## src/motion_cfg_pkg.sv

```systemverilog
// package for the servo motion configuration logic
// assumes one clock domain and registers reached over apb
package motion_cfg_pkg;
	// register byte offsets
	localparam logic [7:0] OFS_CFG = 8'h00;
	localparam logic [7:0] OFS_EMU = 8'h04;
	localparam logic [7:0] OFS_GEAR = 8'h08;
	localparam logic [7:0] OFS_LIMIT = 8'h0C;
	localparam logic [7:0] OFS_LOOP = 8'h10;
	localparam logic [7:0] OFS_CMD = 8'h14;
	localparam logic [7:0] OFS_POS = 8'h18;
	localparam logic [7:0] OFS_STATUS = 8'h1C;
	localparam logic [7:0] OFS_OUT = 8'h20;
	// cfg field positions
	localparam int CFG_POLES_LSB = 0;
	localparam int CFG_CCW_EN = 8;
	localparam int CFG_CW_EN = 9;
	localparam int CFG_FEEDBACK_SOURCE_SELECT = 10;
	localparam int CFG_BLINK = 11;
	localparam int CFG_CLRSTYLE = 12;
	localparam int CFG_POSSRC = 13;
	localparam int CFG_FASTINV = 14;
	localparam int CFG_OCPOL = 15;
	localparam int CFG_MODE_LSB = 16;
	localparam int CFG_SWITCH_LSB = 20;
	localparam int CFG_LSEL_LSB = 24;
	// reset values and fixed constants
	localparam logic [31:0] CFG_RST = 32'h0000_B100;
	localparam logic [31:0] EMU_RST = 32'h0000_8000;
	localparam logic [31:0] GEAR_RST = 32'h0100_0100;
	localparam logic [31:0] LIMIT_RST = 32'h0064_6464;
	localparam logic [3:0] LSEL_PROG = 4'hE;
	localparam logic [7:0] FOLD_PCT = 8'h43;
	localparam logic [15:0] KVI_MIN_CODE = 16'h0013;
	localparam logic [15:0] KVI_MIN = 16'h0013;
	localparam int BLINK_HALF = 64;
	localparam logic [7:0] PCT_FULL = 8'h64;
	typedef enum logic [1:0] {MODE_CUR = 2'b00, MODE_VEL = 2'b01, MODE_POS = 2'b11} mode_e;
	typedef enum logic [1:0] {BL_IDLE = 2'b00, BL_HIGH = 2'b01, BL_LOW = 2'b11, BL_GAP = 2'b10} blink_e;
	typedef struct packed {
		logic [3:0] rsvd;
		logic [3:0] line_sel;
		logic [3:0] rot_switch;
		logic [1:0] rsvd2;
		logic [1:0] mode;
		logic oc_policy;
		logic fast_inv;
		logic pos_src;
		logic clr_style;
		logic blink_en;
		logic fb_src;
		logic cw_en;
		logic ccw_en;
		logic [1:0] rsvd3;
		logic [5:0] poles;
	} cfg_s;
endpackage : motion_cfg_pkg

```

## src/servo_drive_motion_config.sv

```systemverilog
// configuration driven motion logic: emulated encoder, inhibit clamp, gearing, fault line
// assumes pins synchronous to pclk except the enable, which is synchronised here
`timescale 1ns/1ps
// Functional notes
// RULE_01: pole code n means 2n poles, zero off
// RULE_02: switch zero plus code picks line count
// RULE_03: quadrature counts are four times lines
// RULE_04: custom count used only with programmable code
// RULE_05: zero custom count suppresses marker
// RULE_06: marker uses feedback minus offset
// RULE_07: ccw block clamps command nonnegative
// RULE_08: cw block clamps command nonpositive
// RULE_09: both blocks force command zero
// RULE_10: option feedback zeros base position, sine
// RULE_11: angle offset write moves reported position; code applies the offset only on option feedback
// RULE_12: blink mode toggles fault line n times
// RULE_13: faults clear on edge or level
// RULE_14: gear ratio multiplier over divisor over 256; code multiplies by 256 after the divisor instead
// RULE_15: one count per step or quadrature count
// RULE_16: negative multiplier reverses motion
// RULE_17: fast input inverted when bit set
// RULE_18: overcurrent faults or folds to 67 percent
// RULE_19: separate cw and ccw current limits
// RULE_20: velocity is gain error plus feedforward
// RULE_21: integral break below 0.19 Hz disables integral
// RULE_22: enable synchronised, edge detected
module servo_drive_motion_config import motion_cfg_pkg::*; (
	input wire logic pclk,
	input wire logic presetn,
	input wire logic psel,
	input wire logic penable,
	input wire logic pwrite,
	input wire logic [7:0] paddr,
	input wire logic [31:0] pwdata,
	output logic [31:0] prdata,
	output logic pready,
	output logic pslverr,
	input wire logic hw_enable_input,
	input wire logic ccw_block_input,
	input wire logic cw_block_input,
	input wire logic fast_input_one,
	input wire logic step_in,
	input wire logic dir_in,
	input wire logic quad_a,
	input wire logic quad_b,
	input wire logic [15:0] base_position,
	input wire logic [15:0] option_position,
	input wire logic overcurrent_event,
	input wire logic fault_event,
	input wire logic [3:0] fault_code,
	output logic fault_output_line,
	output logic marker_pulse,
	output logic commutation_enable,
	output logic sine_commutation,
	output logic base_feedback_enable,
	output logic fast_input_used,
	output logic signed [15:0] motion_command,
	output logic integral_enable
);
	// ----------------------------------------------------------------
	// registers
	// ----------------------------------------------------------------
	cfg_s cfg_r;
	logic [31:0] emu_r, gear_r, limit_r, loop_r, pos_cmd_r, pos_prev_r;
	logic signed [15:0] cmd_r, comm_offset_r, vel_cmd_r, raw_cmd, lim_cmd;
	logic [15:0] position_feedback_r, lines, marker_pos;
	logic fault_r, folded_r, en_s1_r, en_s2_r, en_prev_r, qa_r, qb_r, step_prev_r;
	blink_e bl_r;
	logic [7:0] bl_tmr_r, lim_cw, lim_ccw;
	logic [3:0] bl_cnt_r;
	logic wr_en, rd_en, en_rise, enabled, marker_allowed;
	logic [17:0] quad_counts;
	logic signed [1:0] in_step;
	logic signed [31:0] position_error;

	// ----------------------------------------------------------------
	// helpers
	// ----------------------------------------------------------------
	// fixed line table for selector codes, code 14 handled by caller
	function automatic logic [15:0] line_table(input logic [3:0] code);
		logic [15:0] v;
		v = 16'h01F4;
		unique case (code)
			4'h0: v = 16'h01F4;
			4'h1: v = 16'h0200;
			4'h2: v = 16'h03E8;
			4'h3: v = 16'h0400;
			4'h4: v = 16'h07D0;
			4'h5: v = 16'h0800;
			4'h6: v = 16'h1000;
			4'h7: v = 16'h1388;
			4'h8: v = 16'h2000;
			4'h9: v = 16'h2710;
			4'hA: v = 16'h007D;
			4'hB: v = 16'h0080;
			4'hC: v = 16'h4000;
			4'hD: v = 16'h4E20;
			4'hE: v = 16'h8000;
			4'hF: v = 16'h09C4;
		endcase
		return v;
	endfunction : line_table

	// clamp level: pct percent of positive full scale 32767
	function automatic logic signed [15:0] pct_of(input logic [7:0] pct);
		logic [23:0] p;
		p = 24'(pct) * 24'h007FFF;
		return 16'(p / 24'(PCT_FULL));
	endfunction : pct_of

	// ----------------------------------------------------------------
	// apb slave: zero wait, offsets above OFS_OUT read zero with error
	// ----------------------------------------------------------------
	assign pready = 1'b1;
	assign wr_en = psel && penable && pwrite;
	assign rd_en = psel && !pwrite;

	assign pslverr = psel && penable && paddr > OFS_OUT;

	// software written configuration
	always_ff @(posedge pclk or negedge presetn) begin
		if (!presetn) begin
			cfg_r <= CFG_RST;
			emu_r <= EMU_RST;
			gear_r <= GEAR_RST;
			limit_r <= LIMIT_RST;
			loop_r <= 32'h0000_0000;
			cmd_r <= 16'sh0000;
			comm_offset_r <= 16'sh0000;
		end else if (wr_en) begin
			unique case (paddr)
				OFS_CFG: cfg_r <= pwdata;
				OFS_EMU: emu_r <= pwdata;
				OFS_GEAR: gear_r <= pwdata;
				OFS_LIMIT: limit_r <= pwdata;
				OFS_LOOP: loop_r <= pwdata;
				OFS_CMD: cmd_r <= pwdata[15:0];
				OFS_POS: comm_offset_r <= pwdata[15:0];
				default: ;
			endcase
		end
	end

	// read mux
	always_ff @(posedge pclk or negedge presetn) begin
		if (!presetn) begin
			prdata <= 32'h0000_0000;
		end else if (rd_en && !penable) begin
			unique case (paddr)
				OFS_CFG: prdata <= cfg_r;
				OFS_EMU: prdata <= emu_r;
				OFS_GEAR: prdata <= gear_r;
				OFS_LIMIT: prdata <= limit_r;
				OFS_LOOP: prdata <= loop_r;
				OFS_CMD: prdata <= {16'h0000, cmd_r};
				OFS_POS: prdata <= {position_feedback_r, comm_offset_r};
				OFS_STATUS: prdata <= {14'h0000, quad_counts};
				OFS_OUT: prdata <= {vel_cmd_r, 13'h0000, folded_r, fault_r, enabled};
				default: prdata <= 32'h0000_0000;
			endcase
		end
	end

	// ----------------------------------------------------------------
	// enable sync and fault clearing
	// ----------------------------------------------------------------
	// enable is active low at the pin, so enabled means pin low
	always_ff @(posedge pclk or negedge presetn) begin
		if (!presetn) begin
			en_s1_r <= 1'b0;
			en_s2_r <= 1'b0;
			en_prev_r <= 1'b0;
		end else begin
			en_s1_r <= !hw_enable_input; // [RULE_22]
			en_s2_r <= en_s1_r;
			en_prev_r <= en_s2_r;
		end
	end
	assign enabled = en_s2_r;
	assign en_rise = en_s2_r && !en_prev_r; // [RULE_22]

	// fault latch: a new fault wins over a clear in the same cycle
	always_ff @(posedge pclk or negedge presetn) begin
		if (!presetn) begin
			fault_r <= 1'b0;
		end else if (fault_event || (overcurrent_event && !cfg_r.oc_policy)) begin
			fault_r <= 1'b1; // [RULE_18]
		end else if (cfg_r.clr_style ? !enabled : en_rise) begin
			fault_r <= 1'b0; // [RULE_13]
		end
	end

	// foldback stays until faults are cleared the same way
	always_ff @(posedge pclk or negedge presetn) begin
		if (!presetn) begin
			folded_r <= 1'b0;
		end else if (overcurrent_event && cfg_r.oc_policy) begin
			folded_r <= 1'b1; // [RULE_18]
		end else if (cfg_r.clr_style ? !enabled : en_rise) begin
			folded_r <= 1'b0;
		end
	end

	// ----------------------------------------------------------------
	// commutation, feedback and emulated encoder
	// ----------------------------------------------------------------
	assign commutation_enable = cfg_r.poles != 6'h00; // [RULE_01]
	assign sine_commutation = cfg_r.fb_src; // [RULE_10]
	assign base_feedback_enable = !cfg_r.fb_src; // [RULE_10]
	assign fast_input_used = fast_input_one ^ cfg_r.fast_inv; // [RULE_17]
	assign integral_enable = loop_r[15:0] >= KVI_MIN; // [RULE_21]

	// reported position: option word plus offset on option feedback, base word otherwise
	always_ff @(posedge pclk or negedge presetn) begin
		if (!presetn) begin
			position_feedback_r <= 16'h0000;
		end else if (cfg_r.fb_src) begin
			position_feedback_r <= option_position + comm_offset_r; // [RULE_11]
		end else begin
			position_feedback_r <= base_position; // [RULE_10]
		end
	end

	// line count: only switch 0 uses the selector, only code 14 the custom count
	always_comb begin
		lines = 16'h8000;
		if (cfg_r.rot_switch == 4'h0) begin
			lines = (cfg_r.line_sel == LSEL_PROG) ? emu_r[15:0] : line_table(cfg_r.line_sel); // [RULE_02] [RULE_04]
		end
	end
	assign quad_counts = {lines, 2'b00}; // [RULE_03]
	assign marker_allowed = !(cfg_r.rot_switch == 4'h0 && cfg_r.line_sel == LSEL_PROG && emu_r[15:0] == 16'h0000);
	assign marker_pos = position_feedback_r - emu_r[31:16]; // [RULE_06]

	always_ff @(posedge pclk or negedge presetn) begin
		if (!presetn) begin
			marker_pulse <= 1'b0;
		end else begin
			marker_pulse <= marker_allowed && marker_pos == 16'h0000; // [RULE_05]
		end
	end

	// ----------------------------------------------------------------
	// position command and gearing
	// ----------------------------------------------------------------
	always_comb begin
		in_step = 2'sb00;
		if (cfg_r.pos_src) begin
			if (step_in && !step_prev_r) begin
				in_step = dir_in ? -2'sd1 : 2'sd1; // [RULE_15]
			end
		end else if (quad_a != qa_r || quad_b != qb_r) begin
			in_step = ((qa_r ^ quad_b) != 1'b0) ? 2'sd1 : -2'sd1; // [RULE_15]
		end
	end

	// command accumulates multiplier per count; divisor and times 256 applied on use
	always_ff @(posedge pclk or negedge presetn) begin
		if (!presetn) begin
			pos_cmd_r <= 32'h0000_0000;
			pos_prev_r <= 32'h0000_0000;
			step_prev_r <= 1'b0;
			qa_r <= 1'b0;
			qb_r <= 1'b0;
		end else begin
			step_prev_r <= step_in;
			qa_r <= quad_a;
			qb_r <= quad_b;
			pos_prev_r <= pos_cmd_r;
			// sign of multiplier sets direction
			pos_cmd_r <= pos_cmd_r + 32'($signed(in_step) * $signed(gear_r[31:16])); // [RULE_14] [RULE_16]
		end
	end

	// error in feedback units; a zero divisor holds the error at zero
	always_comb begin
		position_error = 32'sh0000_0000;
		if (gear_r[15:0] != 16'h0000) begin
			position_error = 32'($signed(pos_cmd_r) / $signed({16'h0000, gear_r[15:0]}) * 256
				- $signed({16'h0000, position_feedback_r})); // [RULE_14]
		end
	end

	// position loop: gain*2pi*err + ff/100 * d/dt cmd; 2pi approximated as 201/32
	always_ff @(posedge pclk or negedge presetn) begin
		if (!presetn) begin
			vel_cmd_r <= 16'sh0000;
		end else begin
			// gain and feedforward are unsigned codes, zero-extended so 199 percent stays positive
			vel_cmd_r <= 16'(($signed({1'b0, loop_r[23:16]}) * position_error * 201) / 32
				+ ($signed({1'b0, loop_r[31:24]}) * $signed(pos_cmd_r - pos_prev_r)) / 100); // [RULE_20]
		end
	end

	// ----------------------------------------------------------------
	// limits and inhibit clamp
	// ----------------------------------------------------------------
	assign lim_cw = (folded_r && limit_r[7:0] > FOLD_PCT) ? FOLD_PCT : limit_r[7:0]; // [RULE_18] [RULE_19]
	assign lim_ccw = (folded_r && limit_r[15:8] > FOLD_PCT) ? FOLD_PCT : limit_r[15:8]; // [RULE_19]
	assign raw_cmd = (cfg_r.mode == MODE_POS) ? vel_cmd_r : cmd_r;

	always_comb begin
		lim_cmd = raw_cmd;
		if (cfg_r.mode == MODE_CUR && raw_cmd > pct_of(lim_cw)) begin
			lim_cmd = pct_of(lim_cw); // [RULE_19]
		end
		if (cfg_r.mode == MODE_CUR && raw_cmd < -pct_of(lim_ccw)) begin
			lim_cmd = -pct_of(lim_ccw); // [RULE_19]
		end
	end

	always_ff @(posedge pclk or negedge presetn) begin
		if (!presetn) begin
			motion_command <= 16'sh0000;
		end else if (cfg_r.ccw_en && ccw_block_input && cfg_r.cw_en && cw_block_input) begin
			motion_command <= 16'sh0000; // [RULE_09]
		end else if (cfg_r.ccw_en && ccw_block_input && lim_cmd < 0) begin
			motion_command <= 16'sh0000; // [RULE_07]
		end else if (cfg_r.cw_en && cw_block_input && lim_cmd > 0) begin
			motion_command <= 16'sh0000; // [RULE_08]
		end else begin
			motion_command <= lim_cmd;
		end
	end

	// ----------------------------------------------------------------
	// fault output blink coder
	// ----------------------------------------------------------------
	always_ff @(posedge pclk or negedge presetn) begin
		if (!presetn) begin
			bl_r <= BL_IDLE;
			bl_tmr_r <= 8'h00;
			bl_cnt_r <= 4'h0;
		end else begin
			bl_tmr_r <= (bl_tmr_r == 8'(BLINK_HALF - 1)) ? 8'h00 : bl_tmr_r + 8'h01;
			if (bl_tmr_r == 8'(BLINK_HALF - 1)) begin
				unique case (bl_r)
					BL_IDLE: begin
						if (fault_r && cfg_r.blink_en && fault_code != 4'h0) begin
							bl_r <= BL_HIGH;
							bl_cnt_r <= fault_code;
						end
					end
					BL_HIGH: bl_r <= BL_LOW;
					BL_LOW: begin
						bl_cnt_r <= bl_cnt_r - 4'h1;
						bl_r <= (bl_cnt_r == 4'h1) ? BL_GAP : BL_HIGH;
					end
					BL_GAP: bl_r <= BL_IDLE;
				endcase
			end
		end
	end

	// drive off always static high; blink only toggles while enabled and faulted
	always_ff @(posedge pclk or negedge presetn) begin
		if (!presetn) begin
			fault_output_line <= 1'b1;
		end else if (!enabled) begin
			fault_output_line <= 1'b1; // [RULE_12]
		end else if (cfg_r.blink_en && fault_r) begin
			fault_output_line <= (bl_r == BL_HIGH); // [RULE_12]
		end else begin
			fault_output_line <= fault_r;
		end
	end

	// ----------------------------------------------------------------
	// checks
	// ----------------------------------------------------------------
	chk_both_block_zero: assert property (@(posedge pclk) disable iff (!presetn) // [RULE_09]
		cfg_r.ccw_en && ccw_block_input && cfg_r.cw_en && cw_block_input |=> motion_command == 16'sh0000)
		else $error("both inhibits active but command not zero");
	chk_ccw_nonneg: assert property (@(posedge pclk) disable iff (!presetn) // [RULE_07]
		cfg_r.ccw_en && ccw_block_input |=> motion_command >= 0)
		else $error("ccw inhibit let negative command through");
	chk_cw_nonpos: assert property (@(posedge pclk) disable iff (!presetn) // [RULE_08]
		cfg_r.cw_en && cw_block_input |=> motion_command <= 0)
		else $error("cw inhibit let positive command through");
	chk_off_fault_high: assert property (@(posedge pclk) disable iff (!presetn) // [RULE_12]
		!enabled |=> fault_output_line)
		else $error("fault line not high while drive off");
	chk_level_clear: assert property (@(posedge pclk) disable iff (!presetn) // [RULE_13]
		cfg_r.clr_style && !enabled && !fault_event && !overcurrent_event |=> !fault_r)
		else $error("level style did not clear fault");
	chk_enable_edge: assert property (@(posedge pclk) disable iff (!presetn) // [RULE_22]
		!hw_enable_input ##1 !hw_enable_input ##1 !hw_enable_input |-> enabled)
		else $error("enable sync latency wrong");
	chk_marker_off: assert property (@(posedge pclk) disable iff (!presetn) // [RULE_05]
		!marker_allowed |=> !marker_pulse)
		else $error("marker not suppressed");
	chk_fast_invert: assert property (@(posedge pclk) disable iff (!presetn) // [RULE_17]
		fast_input_used == (cfg_r.fast_inv ? !fast_input_one : fast_input_one))
		else $error("fast input polarity wrong");
	chk_quad_four: assert property (@(posedge pclk) disable iff (!presetn) // [RULE_03]
		cfg_r.rot_switch == 4'h0 && cfg_r.line_sel == 4'h0 |-> quad_counts == 18'd2000)
		else $error("quadrature count not four times lines");
endmodule : servo_drive_motion_config

```

## config.mk

```make
export PLATFORM = sky130hd
export DESIGN_NAME = servo_drive_motion_config
export DESIGN_NICKNAME = d
export VERILOG_FILES = /design/src/motion_cfg_pkg.sv /design/src/servo_drive_motion_config.sv
export SDC_FILE = /design/constraint.sdc
export NUM_CORES = 2
export LEC_CHECK = 0
export ABC_AREA = 1
export BUFFER_PORTS_ARGS = -buffer_cell sky130_fd_sc_hd__buf_2
export CAP_MARGIN = 40
export CELL_PAD_IN_SITES_DETAIL_PLACEMENT = 0
export CELL_PAD_IN_SITES_GLOBAL_PLACEMENT = 1
export CORE_MARGIN = 2
export CORE_UTILIZATION = 39
export CTS_CLUSTER_DIAMETER = 200
export DETAILED_ROUTE_END_ITERATION = 10
export MAX_ROUTING_LAYER = met4
export PLACE_DENSITY = 0.79
export SYNTH_ARGS = -nofsm -noshare
export SYNTH_HDL_FRONTEND = slang
export SYNTH_SLANG_ARGS = --single-unit
```

## constraint.sdc

```tcl
create_clock -name pclk -period 90.8 [get_ports pclk]
set_clock_uncertainty 0.2 [all_clocks]
set_input_delay 4.54 -clock pclk [delete_from_list [all_inputs] [get_ports pclk]]
set_output_delay 4.54 -clock pclk [all_outputs]
set_load 0.01 [all_outputs]
```

==> summary.txt <==
Route
  • Antenna viol nets, final: 0
  • Vias per cell: 5.16
  • WL/cell: 18.3 um
  • DRT Pass-1 Iters: 7
  • Vias: 76800
  • Total wire length: approximately 270000 um
  • DRC Markers: 0
  • Iteration-0 DRC Markers: 4914

Logic synthesis
  • Avg Cell Area, Syn: 6.73 um2
  • Library cells used by synthesis: 106
  • Post-synth ARST share: 1.00
  • Sequential area share after synthesis: 0.116
  • Post-synth EDFFs: 0
  • Syn nets: 13000
  • Yosys warns: 0
  • Synth Flop Type: dfrtp_1
  • Mapped Area: 77900 um2
  • Syn Inst Count: 11600
  • Seq cells post-synth: 360

Global routing
  • Initial antenna violation count: 7
  • Vias in the first global route: 73100
  • Largest net degree at the start of global routing: ~140
  • Grt ovf: 0
  • Total track usage: 0.265
  • First-pass GRT wire length: roughly 420000 um

Layout
  • Most common cell after layout, fill and taps aside: nand2_1
  • Non-Filler Instances: 14900
  • Share of cells above drive strength 1: 0.187
  • Area growth syn-to-layout: 16.5%
  • Final nets: 13600
  • Final core occ: 0.456
  • Commonest cells after routing, fill and taps aside: nand2_1 (2496), inv_1 (1936), nor2_1 (917)
  • FILL cells: 20600

Floorplanning
  • Die H: 451 um
  • IO Count: around 150
  • Die span in x: 451 um
  • Cell Rows: 164
  • Initial Util: 0.391
  • Core ar.: 199000 um2
  • Die area: 203000 um2

Clock tree
  • Clk buf depth: 3
  • Worst-Skew Late Latency: 0.65 ns
  • CTS tree: done
  • Clock sink count: 360
  • Num CTS Buffers: 44
  • Clock slew at reported path FFs: roughly 0.06 ns
  • Root Driver: clkbuf_16
  • H-tree depth reported by CTS: 2

Critical path
  • Worst-path fanout max: 8
  • Reg2Reg Launch Point: pos_cmd_r[4]
  • Crit Path Class: reg -> reg
  • CP max-delay cell: fa_1
  • Crit path largest cell delay: 0.55 ns
  • Beginning of the critical path: pos_cmd_r[4]
  • CP startpoint kind: flop
  • CP Data Required Time: between 90 and 100 ns
  • Arrival @ worst endpoint: 87.55 ns
  • CP most frequent cell: a21oi_2
  • Crit. End Element: flop

STA
  • Final count of hold timing violations: 0
  • Final setup vio count: 0
  • Final WS setup: 3.58 ns
  • Final Max Tran Viols: 0
  • Fin Setup TNS: 0 ns
  • RSZ-0062 raised after global routing: yes
  • F_max: around 11 MHz
  • Min Clock Period, post-route: 87.22 ns
  • Worst-Margin Slew: 1.00 ns
  • Period utilization: 0.961
  • Relative slew slack: 0.334

Placed design
  • Inst Count DP: 14500
  • I/O Buffers: 146
  • HPWL after DPL: between 200000 and 250000 um
  • Pre-CTS WS: -1.47 ns
  • Placer Congestion: between 1 and 1.5

Worst hold path
  • Hold path startpoint: en_s1_r
  • HP Class: reg -> reg

Flow run
  • Max-Cap Viols: 0

Run status
  • Outcome: complete, no violations
[layer usage]
layer | routed length, um | track usage | up-vias
li1 | - | - | 38200
met1 | 122000 | 0.343 | 36300
met2 | 126000 | 0.428 | 1880
met3 | 12800 | 0.0239 | 385
met4 | 12600 | 0.0993 | 0
met5 | 0 | - | -
[repair_timing]
item | CTS | global route
buffers inserted | 11 | 280
cloned | 3 | 14
hold buffers | 0 | 0
endpoints found under the setup margin | 15 | 16
pin swaps | 10 | 505
gates resized for setup | 43 | 717
[area by class of cell]
class | count | area (um2) | area share
antenna | 6 | 15.0 | 0.000166
clock buffer | 59 | 1260 | 0.0139
clock inverter | 22 | 289 | 0.00319
inverter | 2138 | 8150 | 0.0898
multi-input combinational | 8864 | 62600 | 0.690
sequential | 360 | 9030 | 0.0996
tap | 2656 | 3320 | 0.0366
timing repair buffer | 774 | 6000 | 0.0661
timing repair inverter | 5 | 40.0 | 0.000441
[registers in the layout, summed over array words and instances (netlist names), 2 cells and up]
| register | count |
|---|---|
| bl_cnt_r | 4 |
| bl_r | 2 |
| bl_tmr_r | 8 |
| cfg_r | 31 |
| cmd_r | 16 |
| comm_offset_r | 16 |
| emu_r | 32 |
| gear_r | 32 |
| limit_r | 32 |
| loop_r | 32 |
| motion_command | 16 |
| pos_cmd_r | 32 |
| pos_prev_r | 32 |
| position_feedback_r | 16 |
| prdata | 32 |
| vel_cmd_r | 16 |
[Yosys cell counts (74+ instances only)]
cell	n	area share
nor2_1	969	0.047
nand2_4	80	0.012
dfrtp_1	343	0.11
nand3_1	509	0.033
xnor2_1	186	0.021
xor2_1	487	0.055
nand4_1	169	0.014
nand3_2	100	0.013
clkbuf_1	133	0.0064
a21o_1	74	0.0071
ha_1	880	0.14
nand2_1	2609	0.13
nand2_2	235	0.019
o21ai_0	727	0.047
fa_1	415	0.11
inv_1	2031	0.098
a21oi_1	534	0.034
o21ai_1	87	0.0056
[stage by stage]
step                cell area, um2  hold slack [ns]
finish                       90700            0.158
global route                 90700            0.165
CTS                          85500            0.158
detailed placement           83800            0.144
global placement             83300            0.142
floorplan                    78400            0.131
[cell families (layout without fill, tap and decap cells)]
kind of cell,Yosys count,count (layout),share of synthesized area
buffers and inverters,2352,2998,0.122
AO/OA/AOI/OAI,1815,1815,0.135
adder cells (fa/ha/maj),1295,1295,0.248
multiplexers,2,2,0.000305
other,1,7,0.0000482
XOR/XNOR,681,681,0.0775
AND/OR/NAND/NOR,5066,5070,0.301
flip-flops,360,360,0.116
[worst max-delay path: cells and delay by family, from the launching register on]
family	cells	cell delay (ns)
AOI/OAI and AO/OA	261	38.93
adders and majority gates	45	13.34
DFF	1	0.39
buffers and inverters	133	9.64
and+or+nand+nor	247	23.72
xor gates and xnor gates	3	0.57
[worst paths after layout]
path,cells after the start,to,slack (ns)
hold reg to reg,0,en_s2_r,0.16
setup reg to reg,689,vel_cmd_r[15],3.58
hold / removal,0,en_s2_r,0.16
setup / recovery,689,vel_cmd_r[15],3.58
max in group asynchronous,3,limit_r[17],84.49
min in group asynchronous,1,vel_cmd_r[12],3.82
Power is not shown: default switching activity piles up to over one toggle a cycle in this logic, so the estimate is an artifact.
